`config.mk`:
```
export PLATFORM = sky130hd
export DESIGN_NAME = crf_top
export DESIGN_NICKNAME = d
export VERILOG_FILES = /design/src/include/crf_pkg.sv /design/src/design/crf_bank_map.sv /design/src/design/crf_gr_mem.sv /design/src/design/crf_top.sv
export SDC_FILE = /design/constraint.sdc
export NUM_CORES = 2
export LEC_CHECK = 0
export ABC_AREA = 1
export BUFFER_PORTS_ARGS = -buffer_cell sky130_fd_sc_hd__buf_2
export CAP_MARGIN = 25
export CORE_MARGIN = 5
export CORE_UTILIZATION = 30
export DETAILED_ROUTE_END_ITERATION = 6
export MAX_ROUTING_LAYER = met4
export PLACE_DENSITY = 0.55
export SYNTH_ARGS = -nofsm -noshare
export SYNTH_HDL_FRONTEND = slang
export SYNTH_SLANG_ARGS = --single-unit
```
`constraint.sdc`:
```
create_clock -name sys_clk -period 9 [get_ports sys_clk]
set_input_delay 1.8 -clock sys_clk [delete_from_list [all_inputs] [get_ports sys_clk]]
set_output_delay 1.8 -clock sys_clk [all_outputs]
set_load 0.02 [all_outputs]
```
`src/include/crf_pkg.sv`:
```
// Package for the banked processor register file: widths, status bit
// positions, reset values, access classes and the request/response carriers.
// Assumes a single core clock shared with the decode and execute pipeline.

package crf_pkg;

  // ---------------------------------------------------------------------------
  // Widths and physical register layout
  // ---------------------------------------------------------------------------
  localparam int unsigned WORD_W = 32;
  localparam int unsigned GR_NUM = 16;
  localparam int unsigned GR_IDX_W = 4;
  localparam int unsigned BANKED_NUM = 8;
  localparam int unsigned PHYS_NUM = 24;
  localparam int unsigned PHYS_W = 5;
  localparam logic [GR_IDX_W-1:0] INDEX_REG = 4'h0;

  // ---------------------------------------------------------------------------
  // Status word fields
  // ---------------------------------------------------------------------------
  localparam int unsigned SR_MD_POS = 30;
  localparam int unsigned SR_RB_POS = 29;
  localparam int unsigned SR_BL_POS = 28;
  localparam int unsigned SR_IMASK_LSB = 4;
  localparam int unsigned SR_IMASK_W = 4;
  localparam logic [WORD_W-1:0] SR_WRITE_MASK = 32'h7000_83f3;

  // ---------------------------------------------------------------------------
  // Reset values
  // ---------------------------------------------------------------------------
  localparam logic [WORD_W-1:0] SR_RESET = 32'h7000_00f0;
  localparam logic [WORD_W-1:0] VBR_RESET = 32'h0000_0000;
  localparam logic [WORD_W-1:0] PC_RESET = 32'h0a00_0000;

  // ---------------------------------------------------------------------------
  // Access classes and register selects
  // ---------------------------------------------------------------------------
  typedef enum logic [3:0] {
    CRF_OP_IDLE,
    CRF_OP_GR_WRITE,
    CRF_OP_LOAD_SYS,
    CRF_OP_STORE_SYS,
    CRF_OP_LOAD_CTL,
    CRF_OP_STORE_CTL,
    CRF_OP_LOAD_BANK,
    CRF_OP_STORE_BANK,
    CRF_OP_RETURN_EXC
  } crf_op_t;

  typedef enum logic [3:0] {
    CRF_SEL_MAC_HIGH,
    CRF_SEL_MAC_LOW,
    CRF_SEL_PROC_RET,
    CRF_SEL_PC,
    CRF_SEL_STATUS,
    CRF_SEL_SAVED_STATUS,
    CRF_SEL_SAVED_PC,
    CRF_SEL_GLOBAL_BASE,
    CRF_SEL_VECTOR_BASE
  } crf_sel_t;

  typedef struct packed {
    logic valid;
    crf_op_t op;
    logic [GR_IDX_W-1:0] reg_idx;
    crf_sel_t sel;
    logic [WORD_W-1:0] wdata;
  } crf_req_t;

  typedef struct packed {
    logic take;
    logic [WORD_W-1:0] target_pc;
  } crf_exc_t;

  typedef struct packed {
    logic done;
    logic fault;
    logic [WORD_W-1:0] rdata;
  } crf_rsp_t;

endpackage : crf_pkg

```
`src/design/crf_bank_map.sv`:
```
// Maps a logical general register number to its physical slot.
// Slots 0-7 hold bank 0, 8-15 bank 1, 16-23 the unbanked registers 8-15.
`timescale 1ns/1ns
`default_nettype none

module crf_bank_map (
  input wire logic [crf_pkg::GR_IDX_W-1:0] idx,
  input wire logic privileged,
  input wire logic bank_select,
  input wire logic other_bank,
  output logic [crf_pkg::PHYS_W-1:0] phys
);

  wire active_bank;

  // User mode sees bank 0 unless other_bank is set; privileged mode follows the bank select
  assign active_bank = (privileged & bank_select) ^ other_bank;
  assign phys = idx[3] ? {2'b10, idx[2:0]} : {1'b0, active_bank, idx[2:0]};

endmodule : crf_bank_map

`default_nettype wire

```
`src/design/crf_gr_mem.sv`:
```
// Physical storage of the general registers: one write port and a set of
// read ports, each with registered read data.
`timescale 1ns/1ns
`default_nettype none

module crf_gr_mem #(
  parameter int unsigned DEPTH = crf_pkg::PHYS_NUM,
  parameter int unsigned ADDR_W = crf_pkg::PHYS_W,
  parameter int unsigned DATA_W = crf_pkg::WORD_W,
  parameter int unsigned NRD = 4
) (
  input wire logic sys_clk,
  input wire logic we,
  input wire logic [ADDR_W-1:0] waddr,
  input wire logic [DATA_W-1:0] wdata,
  input wire logic [ADDR_W-1:0] raddr [NRD],
  output logic [DATA_W-1:0] rdata [NRD]
);

  logic [DATA_W-1:0] mem [DEPTH];

  if (DEPTH > (1 << ADDR_W) || NRD == 0) begin : g_check
    $error("crf_gr_mem: address too narrow or no read port");
  end

  always_ff @(posedge sys_clk) begin
    if (we) begin
      mem[waddr] <= wdata;
    end
  end

  for (genvar i = 0; i < NRD; i++) begin : g_rd
    always_ff @(posedge sys_clk) begin
      rdata[i] <= mem[raddr[i]];
    end
  end

endmodule : crf_gr_mem

`default_nettype wire

```
`src/design/crf_top.sv`:
```
// Banked register file of the processor core: general registers, system
// registers and control registers, with exception save and return.
// Assumes the decode and execute pipeline presents at most one request per
// cycle and shares sys_clk; rst covers both power-on and manual reset.
//
// Summary of operation
// - Sixteen 32-bit general registers, numbered 0-15.
// - Registers 0-7 banked twice, chosen by mode.
// - Privileged mode: bank select bit picks bank.
// - Register 0 serves as index and fixed operand.
// - System registers via load/store system classes.
// - Exception copies program counter to saved copy.
// - Exception return reloads program counter from saved.
// - System group: mac high/low, procedure return, pc.
// - Control registers accessible only in privileged mode.
// - Global base also accessible in user mode.
// - Control group: status, saved status/pc, bases.
// - Exception copies status into saved status word.
// - Unselected bank reached only by load/store bank classes.
// - Status resets: mode, bank, block, mask set.
// - Reset clears vector base, loads pc; others left undefined.
// - Reset initialisation on power-on and manual reset.
`timescale 1ns/1ns
`default_nettype none

module crf_top #(
  parameter logic [crf_pkg::WORD_W-1:0] PC_RESET_VALUE = crf_pkg::PC_RESET
) (
  input wire logic sys_clk,
  input wire logic rst,
  input wire crf_pkg::crf_req_t req,
  input wire crf_pkg::crf_exc_t exc,
  input wire logic pc_adv_en,
  input wire logic [crf_pkg::WORD_W-1:0] pc_next,
  input wire logic [crf_pkg::GR_IDX_W-1:0] rd_a_idx,
  input wire logic [crf_pkg::GR_IDX_W-1:0] rd_b_idx,
  output logic [crf_pkg::WORD_W-1:0] rd_a_data,
  output logic [crf_pkg::WORD_W-1:0] rd_b_data,
  output logic [crf_pkg::WORD_W-1:0] index_data,
  output logic [crf_pkg::WORD_W-1:0] bank_rdata,
  output crf_pkg::crf_rsp_t rsp_r,
  output logic [crf_pkg::WORD_W-1:0] status_word_r,
  output logic [crf_pkg::WORD_W-1:0] pc_r,
  output logic [crf_pkg::WORD_W-1:0] vector_base_r
);

  localparam int unsigned NRD = 4;
  localparam int unsigned RD_A = 0;
  localparam int unsigned RD_B = 1;
  localparam int unsigned RD_IDX = 2;
  localparam int unsigned RD_BANK = 3;

  if (crf_pkg::WORD_W != 32 || crf_pkg::GR_NUM != 16) begin : g_check
    $error("crf_top: register file shape not supported");
  end

  // ---------------------------------------------------------------------------
  // Registers without a defined reset value
  // ---------------------------------------------------------------------------
  logic [crf_pkg::WORD_W-1:0] mac_high_r;
  logic [crf_pkg::WORD_W-1:0] mac_low_r;
  logic [crf_pkg::WORD_W-1:0] procedure_return_r;
  logic [crf_pkg::WORD_W-1:0] saved_status_word_r;
  logic [crf_pkg::WORD_W-1:0] saved_pc_r;
  logic [crf_pkg::WORD_W-1:0] global_base_r;

  logic [crf_pkg::WORD_W-1:0] status_word_nxt;
  logic [crf_pkg::WORD_W-1:0] pc_nxt;
  crf_pkg::crf_rsp_t rsp_nxt;

  // ---------------------------------------------------------------------------
  // Request decode
  // ---------------------------------------------------------------------------
  wire privileged;
  wire bank_select;
  wire req_live;
  wire sel_is_sys;
  wire sel_is_ctl;
  wire ctl_allowed;
  wire bank_idx_ok;
  wire do_gr_write;
  wire do_load_sys;
  wire do_store_sys;
  wire do_load_ctl;
  wire do_store_ctl;
  wire do_load_bank;
  wire do_store_bank;
  wire do_rte;
  wire req_legal;

  assign privileged = status_word_r[crf_pkg::SR_MD_POS];
  assign bank_select = status_word_r[crf_pkg::SR_RB_POS];

  // A taken exception flushes the request presented in the same cycle
  assign req_live = req.valid && !exc.take && (req.op != crf_pkg::CRF_OP_IDLE);

  assign sel_is_sys = (req.sel == crf_pkg::CRF_SEL_MAC_HIGH) ||
                      (req.sel == crf_pkg::CRF_SEL_MAC_LOW) ||
                      (req.sel == crf_pkg::CRF_SEL_PROC_RET) ||
                      (req.sel == crf_pkg::CRF_SEL_PC);
  assign sel_is_ctl = (req.sel == crf_pkg::CRF_SEL_STATUS) ||
                      (req.sel == crf_pkg::CRF_SEL_SAVED_STATUS) ||
                      (req.sel == crf_pkg::CRF_SEL_SAVED_PC) ||
                      (req.sel == crf_pkg::CRF_SEL_GLOBAL_BASE) ||
                      (req.sel == crf_pkg::CRF_SEL_VECTOR_BASE);
  assign ctl_allowed = privileged || (req.sel == crf_pkg::CRF_SEL_GLOBAL_BASE);
  assign bank_idx_ok = privileged && !req.reg_idx[3];

  assign do_gr_write = req_live && (req.op == crf_pkg::CRF_OP_GR_WRITE);
  assign do_load_sys = req_live && (req.op == crf_pkg::CRF_OP_LOAD_SYS) && sel_is_sys;
  assign do_store_sys = req_live && (req.op == crf_pkg::CRF_OP_STORE_SYS) && sel_is_sys;
  assign do_load_ctl = req_live && (req.op == crf_pkg::CRF_OP_LOAD_CTL) &&
                       sel_is_ctl && ctl_allowed;
  assign do_store_ctl = req_live && (req.op == crf_pkg::CRF_OP_STORE_CTL) &&
                        sel_is_ctl && ctl_allowed;
  assign do_load_bank = req_live && (req.op == crf_pkg::CRF_OP_LOAD_BANK) && bank_idx_ok;
  assign do_store_bank = req_live && (req.op == crf_pkg::CRF_OP_STORE_BANK) && bank_idx_ok;
  assign do_rte = req_live && (req.op == crf_pkg::CRF_OP_RETURN_EXC) && privileged;

  assign req_legal = do_gr_write || do_load_sys || do_store_sys || do_load_ctl ||
                     do_store_ctl || do_load_bank || do_store_bank || do_rte;

  // ---------------------------------------------------------------------------
  // General register storage and bank mapping
  // ---------------------------------------------------------------------------
  logic [crf_pkg::PHYS_W-1:0] raddr [NRD];
  logic [crf_pkg::WORD_W-1:0] rdata [NRD];
  logic [crf_pkg::PHYS_W-1:0] wr_phys;
  logic [crf_pkg::PHYS_W-1:0] wr_alt_phys;
  wire [crf_pkg::PHYS_W-1:0] mem_waddr;
  wire mem_we;

  crf_bank_map u_map_a (
    .idx(rd_a_idx),
    .privileged(privileged),
    .bank_select(bank_select),
    .other_bank(1'b0),
    .phys(raddr[RD_A])
  );

  crf_bank_map u_map_b (
    .idx(rd_b_idx),
    .privileged(privileged),
    .bank_select(bank_select),
    .other_bank(1'b0),
    .phys(raddr[RD_B])
  );

  // Register 0 of the active bank feeds the indexed addressing modes
  crf_bank_map u_map_idx (
    .idx(crf_pkg::INDEX_REG),
    .privileged(privileged),
    .bank_select(bank_select),
    .other_bank(1'b0),
    .phys(raddr[RD_IDX])
  );

  // The bank that ordinary references do not reach
  crf_bank_map u_map_bank (
    .idx(req.reg_idx),
    .privileged(privileged),
    .bank_select(bank_select),
    .other_bank(1'b1),
    .phys(raddr[RD_BANK])
  );

  crf_bank_map u_map_wr (
    .idx(req.reg_idx),
    .privileged(privileged),
    .bank_select(bank_select),
    .other_bank(1'b0),
    .phys(wr_phys)
  );

  assign wr_alt_phys = raddr[RD_BANK];
  assign mem_we = do_gr_write || do_load_bank;
  assign mem_waddr = do_load_bank ? wr_alt_phys : wr_phys;

  crf_gr_mem #(
    .DEPTH(crf_pkg::PHYS_NUM),
    .ADDR_W(crf_pkg::PHYS_W),
    .DATA_W(crf_pkg::WORD_W),
    .NRD(NRD)
  ) u_mem (
    .sys_clk(sys_clk),
    .we(mem_we),
    .waddr(mem_waddr),
    .wdata(req.wdata),
    .raddr(raddr),
    .rdata(rdata)
  );

  assign rd_a_data = rdata[RD_A];
  assign rd_b_data = rdata[RD_B];
  assign index_data = rdata[RD_IDX];
  assign bank_rdata = rdata[RD_BANK];

  // ---------------------------------------------------------------------------
  // Status word and program counter
  // ---------------------------------------------------------------------------
  wire ld_status;
  wire ld_pc;

  assign ld_status = do_load_ctl && (req.sel == crf_pkg::CRF_SEL_STATUS);
  assign ld_pc = do_load_sys && (req.sel == crf_pkg::CRF_SEL_PC);

  // Return restores the saved status along with the saved program counter
  assign status_word_nxt = do_rte ? (saved_status_word_r & crf_pkg::SR_WRITE_MASK) :
                           ld_status ? (req.wdata & crf_pkg::SR_WRITE_MASK) :
                           status_word_r;
  assign pc_nxt = exc.take ? exc.target_pc :
                  do_rte ? saved_pc_r :
                  ld_pc ? req.wdata :
                  pc_adv_en ? pc_next :
                  pc_r;

  always_ff @(posedge sys_clk) begin
    if (rst) begin
      status_word_r <= crf_pkg::SR_RESET;
      pc_r <= PC_RESET_VALUE;
      vector_base_r <= crf_pkg::VBR_RESET;
    end else begin
      status_word_r <= status_word_nxt;
      pc_r <= pc_nxt;
      if (do_load_ctl && req.sel == crf_pkg::CRF_SEL_VECTOR_BASE) begin
        vector_base_r <= req.wdata;
      end
    end
  end

  // ---------------------------------------------------------------------------
  // Exception save state and saved copies
  // ---------------------------------------------------------------------------
  always_ff @(posedge sys_clk) begin
    if (exc.take) begin
      saved_pc_r <= pc_r;
      saved_status_word_r <= status_word_r;
    end else begin
      if (do_load_ctl && req.sel == crf_pkg::CRF_SEL_SAVED_PC) begin
        saved_pc_r <= req.wdata;
      end
      if (do_load_ctl && req.sel == crf_pkg::CRF_SEL_SAVED_STATUS) begin
        saved_status_word_r <= req.wdata;
      end
    end
  end

  // ---------------------------------------------------------------------------
  // System registers and global base
  // ---------------------------------------------------------------------------
  always_ff @(posedge sys_clk) begin
    if (do_load_sys && req.sel == crf_pkg::CRF_SEL_MAC_HIGH) begin
      mac_high_r <= req.wdata;
    end
    if (do_load_sys && req.sel == crf_pkg::CRF_SEL_MAC_LOW) begin
      mac_low_r <= req.wdata;
    end
    if (do_load_sys && req.sel == crf_pkg::CRF_SEL_PROC_RET) begin
      procedure_return_r <= req.wdata;
    end
    if (do_load_ctl && req.sel == crf_pkg::CRF_SEL_GLOBAL_BASE) begin
      global_base_r <= req.wdata;
    end
  end

  // ---------------------------------------------------------------------------
  // Store read-back and response
  // ---------------------------------------------------------------------------
  logic [crf_pkg::WORD_W-1:0] sel_rdata;

  always_comb begin
    sel_rdata = '0;
    unique case (req.sel)
      crf_pkg::CRF_SEL_MAC_HIGH: sel_rdata = mac_high_r;
      crf_pkg::CRF_SEL_MAC_LOW: sel_rdata = mac_low_r;
      crf_pkg::CRF_SEL_PROC_RET: sel_rdata = procedure_return_r;
      crf_pkg::CRF_SEL_PC: sel_rdata = pc_r;
      crf_pkg::CRF_SEL_STATUS: sel_rdata = status_word_r;
      crf_pkg::CRF_SEL_SAVED_STATUS: sel_rdata = saved_status_word_r;
      crf_pkg::CRF_SEL_SAVED_PC: sel_rdata = saved_pc_r;
      crf_pkg::CRF_SEL_GLOBAL_BASE: sel_rdata = global_base_r;
      crf_pkg::CRF_SEL_VECTOR_BASE: sel_rdata = vector_base_r;
      default: sel_rdata = '0;
    endcase
  end

  // Refused accesses report a fault and change no register
  assign rsp_nxt.done = req_live;
  assign rsp_nxt.fault = req_live && !req_legal;
  assign rsp_nxt.rdata = (do_store_sys || do_store_ctl) ? sel_rdata : '0;

  always_ff @(posedge sys_clk) begin
    if (rst) begin
      rsp_r <= '0;
    end else begin
      rsp_r <= rsp_nxt;
    end
  end

endmodule : crf_top

`default_nettype wire

```
==> key figures <==
Timing
  – Setup violators final: 0
  – RSZ-0062 raised after global routing: no
  – Fin crit share: between 50% and 60%
  – Final TNS setup: 0 ns
  – Min Tclk post-route: 4.66 ns
  – Setup ws final: 4.34 ns
  – Slew HR: 23.8%
  – Worst Clk Skew: 0.0392 ns
  – Worst Max-Slew Pin Slew: 1.14 ns
  – Final Hold Fails: 0
  – FMAX: roughly 210 MHz
  – Slew Viols, Final: 0

Setup path
  – Critical path required time: roughly 9.5 ns
  – Startpoint types: input port
  – Worst EP arrival: 5.13 ns
  – Critical path fanouts, max: 84
  – Worst setup path class: in2reg
  – Crit end category: flop

Power
  – Seq pwr share: 44.7%
  – Clk pwr share: between 40% and 50%
  – Static leakage: between 20 and 30 nW
  – Peak supply drop: 200 uV
  – Pwr per Cell Area: 201 mW/mm^2
  – Internal: 10.1 mW
  – Gate power share: a little over a tenth
  – Switch share: 26.9%
  – Sw Pwr: roughly 3.7 mW

Die
  – Die area: 0.206 sq mm
  – Die Y: 454 um
  – Die width: between 400 and 500 um
  – Io pins: about 380
  – Core Rows: 163
  – Core box area: 0.197 sq mm
  – Initial Utilization: 30.1%

Routing
  – Routed len/inst: 27.5 um
  – Vias: between 50000 and 60000
  – DRC errors left: 0
  – Antenna-violating nets left: 0
  – Vias per cell: 5.68
  – WL final: 259000 um
  – Initial DRC Count: 7358
  – Pre-Repair DR Iteration Count: 7

GRT
  – Overall Global Routing Usage: 24.8%
  – Vias in the first global route: a little over 50000
  – First-pass GRT wire length: 362000 um
  – GRT Residual Overflow: 0
  – Initial antenna violation count: 33
  – Largest net degree at the start of global routing: 217

Cells and area
  – Final nets: between 6000 and 7000
  – Layout cells sized above 1: 11.6%
  – Most common cell after layout, fill and taps aside: nand2_1
  – Reg area: 0.0336 sq mm
  – Most frequent cells in the layout: 1225 x nand2_1, 960 x edfxtp_1, 916 x o21ai_0
  – Final-layout fill cell count: slightly below 20000
  – Area of the multi-input gates: ~0.022 sq mm
  – Area Overhead vs Synth: 15.6%

Clock tree
  – Post-CTS sizing: 0
  – H-tree Lvls: 4
  – Root Buffer: clkbuf_16
  – Clock latency on the worst-skew pair: 0.82 ns
  – CTS clk-pin slew, worst paths: around 0.060 ns
  – Number of CTS-inserted buffers: 145
  – Setup Buffers After CTS: 0
  – CTS tree: built
  – Number of clock sinks: between 1000 and 1500
  – Hold Buf Count CTS: 0
  – Longest Clk Path Bufs: 3

Placed design
  – IO buf count: 358
  – Final GP Congestion: 0.910
  – Post-DP HPWL: 155000 um
  – DP Worst Slack: 3.53 ns

Synthesis
  – Register bit total from synthesis: approximately 1200
  – Largest cells by area after synthesis: edfxtp_1 49%, dfxtp_1 8.0%, nand2_1 7.8%, o21ai_0 7.8%, nand3_1 4.9%
  – Post-Syn Instances: between 6000 and 7000
  – Netlist cell types: 40
  – Area share of the largest cell type after synthesis: 48.7%
  – Sequential area share after synthesis: 56.7%
  – Ys Warns: 0
  – Post-Syn Area: 0.0592 sq mm
  – Post-synth top area cell: edfxtp_1
  – Avg Inst Size Synth: 9.06 sq um

Outcome
  – Status: finished clean

Flow run
  – Max Cap Viol: 0

Worst hold path
  – Worst min path class: reg2reg
[cells by family (layout without fill, tap and decap cells)]
group	Yosys count	count (layout)	share of synthesized area, %
buffers and inverters	1075	1279	7.37
DFF	1198	1198	56.7
other	1	39	0.00633
and+or+nand+nor	2106	2106	15.1
AOI/OAI and AO/OA	2158	2158	20.9
[flip-flops by register name, summed over array words and instances, names as in the netlist]
signal               count
vector_base_r           32
pc_r                    32
saved_status_word_r     32
u_mem.rdata            128
rsp_r                   34
global_base_r           32
u_mem.mem              768
status_word_r           12
mac_high_r              32
saved_pc_r              32
procedure_return_r      32
mac_low_r               32
[metal layers]
| layer | global-route usage [%] | wire length (um) |
|---|---|---|
| met1 | 30.2 | 97900 |
| met4 | 15.9 | 19000 |
| met5 | - | 0 |
| met2 | 37.7 | 115000 |
| met3 | 4.83 | 26800 |
[stage by stage]
stage               hold slack (ns)  std cells  instance area, sq um  power (mW)  util [%]
floorplan                     0.473       6557                 59300        7.01         -
global placement              0.451       9129                 63400        7.68      32.2
detailed placement            0.459       9130                 63400        7.69      32.2
CTS                           0.467       9400                 68400        13.9      34.8
global route                  0.484       9417                 68500        14.2      34.8
finish                        0.468       9420                 68500        13.8      34.8
[power by group through the flow]
stage                     Combinational [mW]  Clock [mW]  Sequential [mW]
after floorplan                        0.699           0             6.31
after global placement                  1.40           0             6.28
after detailed placement                1.41           0             6.28
after CTS                               1.41        6.27             6.17
after global routing                    1.52        6.51             6.17
final                                   1.44        6.18             6.16
[worst max-delay path, stage by stage]
cell,delay (ns)
buf_2,0.08
buf_4,0.71
inv_2,0.06
nand2_1,0.12
inv_2,0.06
nand2_2,0.15
nor2_1,0.06
nand2_1,0.20
o21ai_1,0.10
o21ai_1,0.15
nand3_1,0.35
nor2_4,0.81
buf_4,0.44
[final timing paths]
path | from | end | slack (ns) | depth (start not counted)
worst max-delay path | exc[32] | u_mem.mem[0][9]$_DFFE_PP_ | 4.34 | 13
worst min-delay path | vector_base_r[13]$_SDFFE_PP0P_ | vector_base_r[13]$_SDFFE_PP0P_ | 0.47 | 2
worst max register to register | status_word_r[30]$_SDFFE_PP1P_ | u_mem.mem[0][9]$_DFFE_PP_ | 4.61 | 10
worst min register to register | vector_base_r[13]$_SDFFE_PP0P_ | vector_base_r[13]$_SDFFE_PP0P_ | 0.47 | 2
[area by class of cell]
class / instances / area share [%]
flip-flops and latches: 1198 / 49.0
multi-input cells: 4284 / 31.6
clock buffers: 191 / 5.82
well taps: 2640 / 4.82
repair buffers: 474 / 4.17
inverters: 535 / 2.94
clock inverters: 79 / 1.52
diodes: 19 / 0.0694
[synthesized netlist by cell type]
library cell	count
nand2_1	1229
edfxtp_1	960
o21ai_0	918
nand3_1	579
a21oi_1	573
inv_1	520
o211ai_1	293
clkbuf_1	279
dfxtp_1	238
nor2_1	207
buf_2	173
a22oi_1	122
o2111ai_1	75
buf_1	61
o21ai_1	54
o22ai_1	54
nand4_1	36
nand3b_1	31
o21a_1	30
buf_4	23
a31oi_1	15
inv_2	13
o21bai_1	10
a22o_1	7
nor2_2	5
nor3_1	5
buf_6	4
nand2_2	4
a211oi_1	3
or2_2	3
a221oi_1	2
clkinv_1	2
nor2_4	2
or2_1	2
a21oi_2	1
and2_1	1
conb_1	1
nand2_4	1
nand3_4	1
o2111a_1	1
Note: power is estimated with default switching activity, not from simulation.
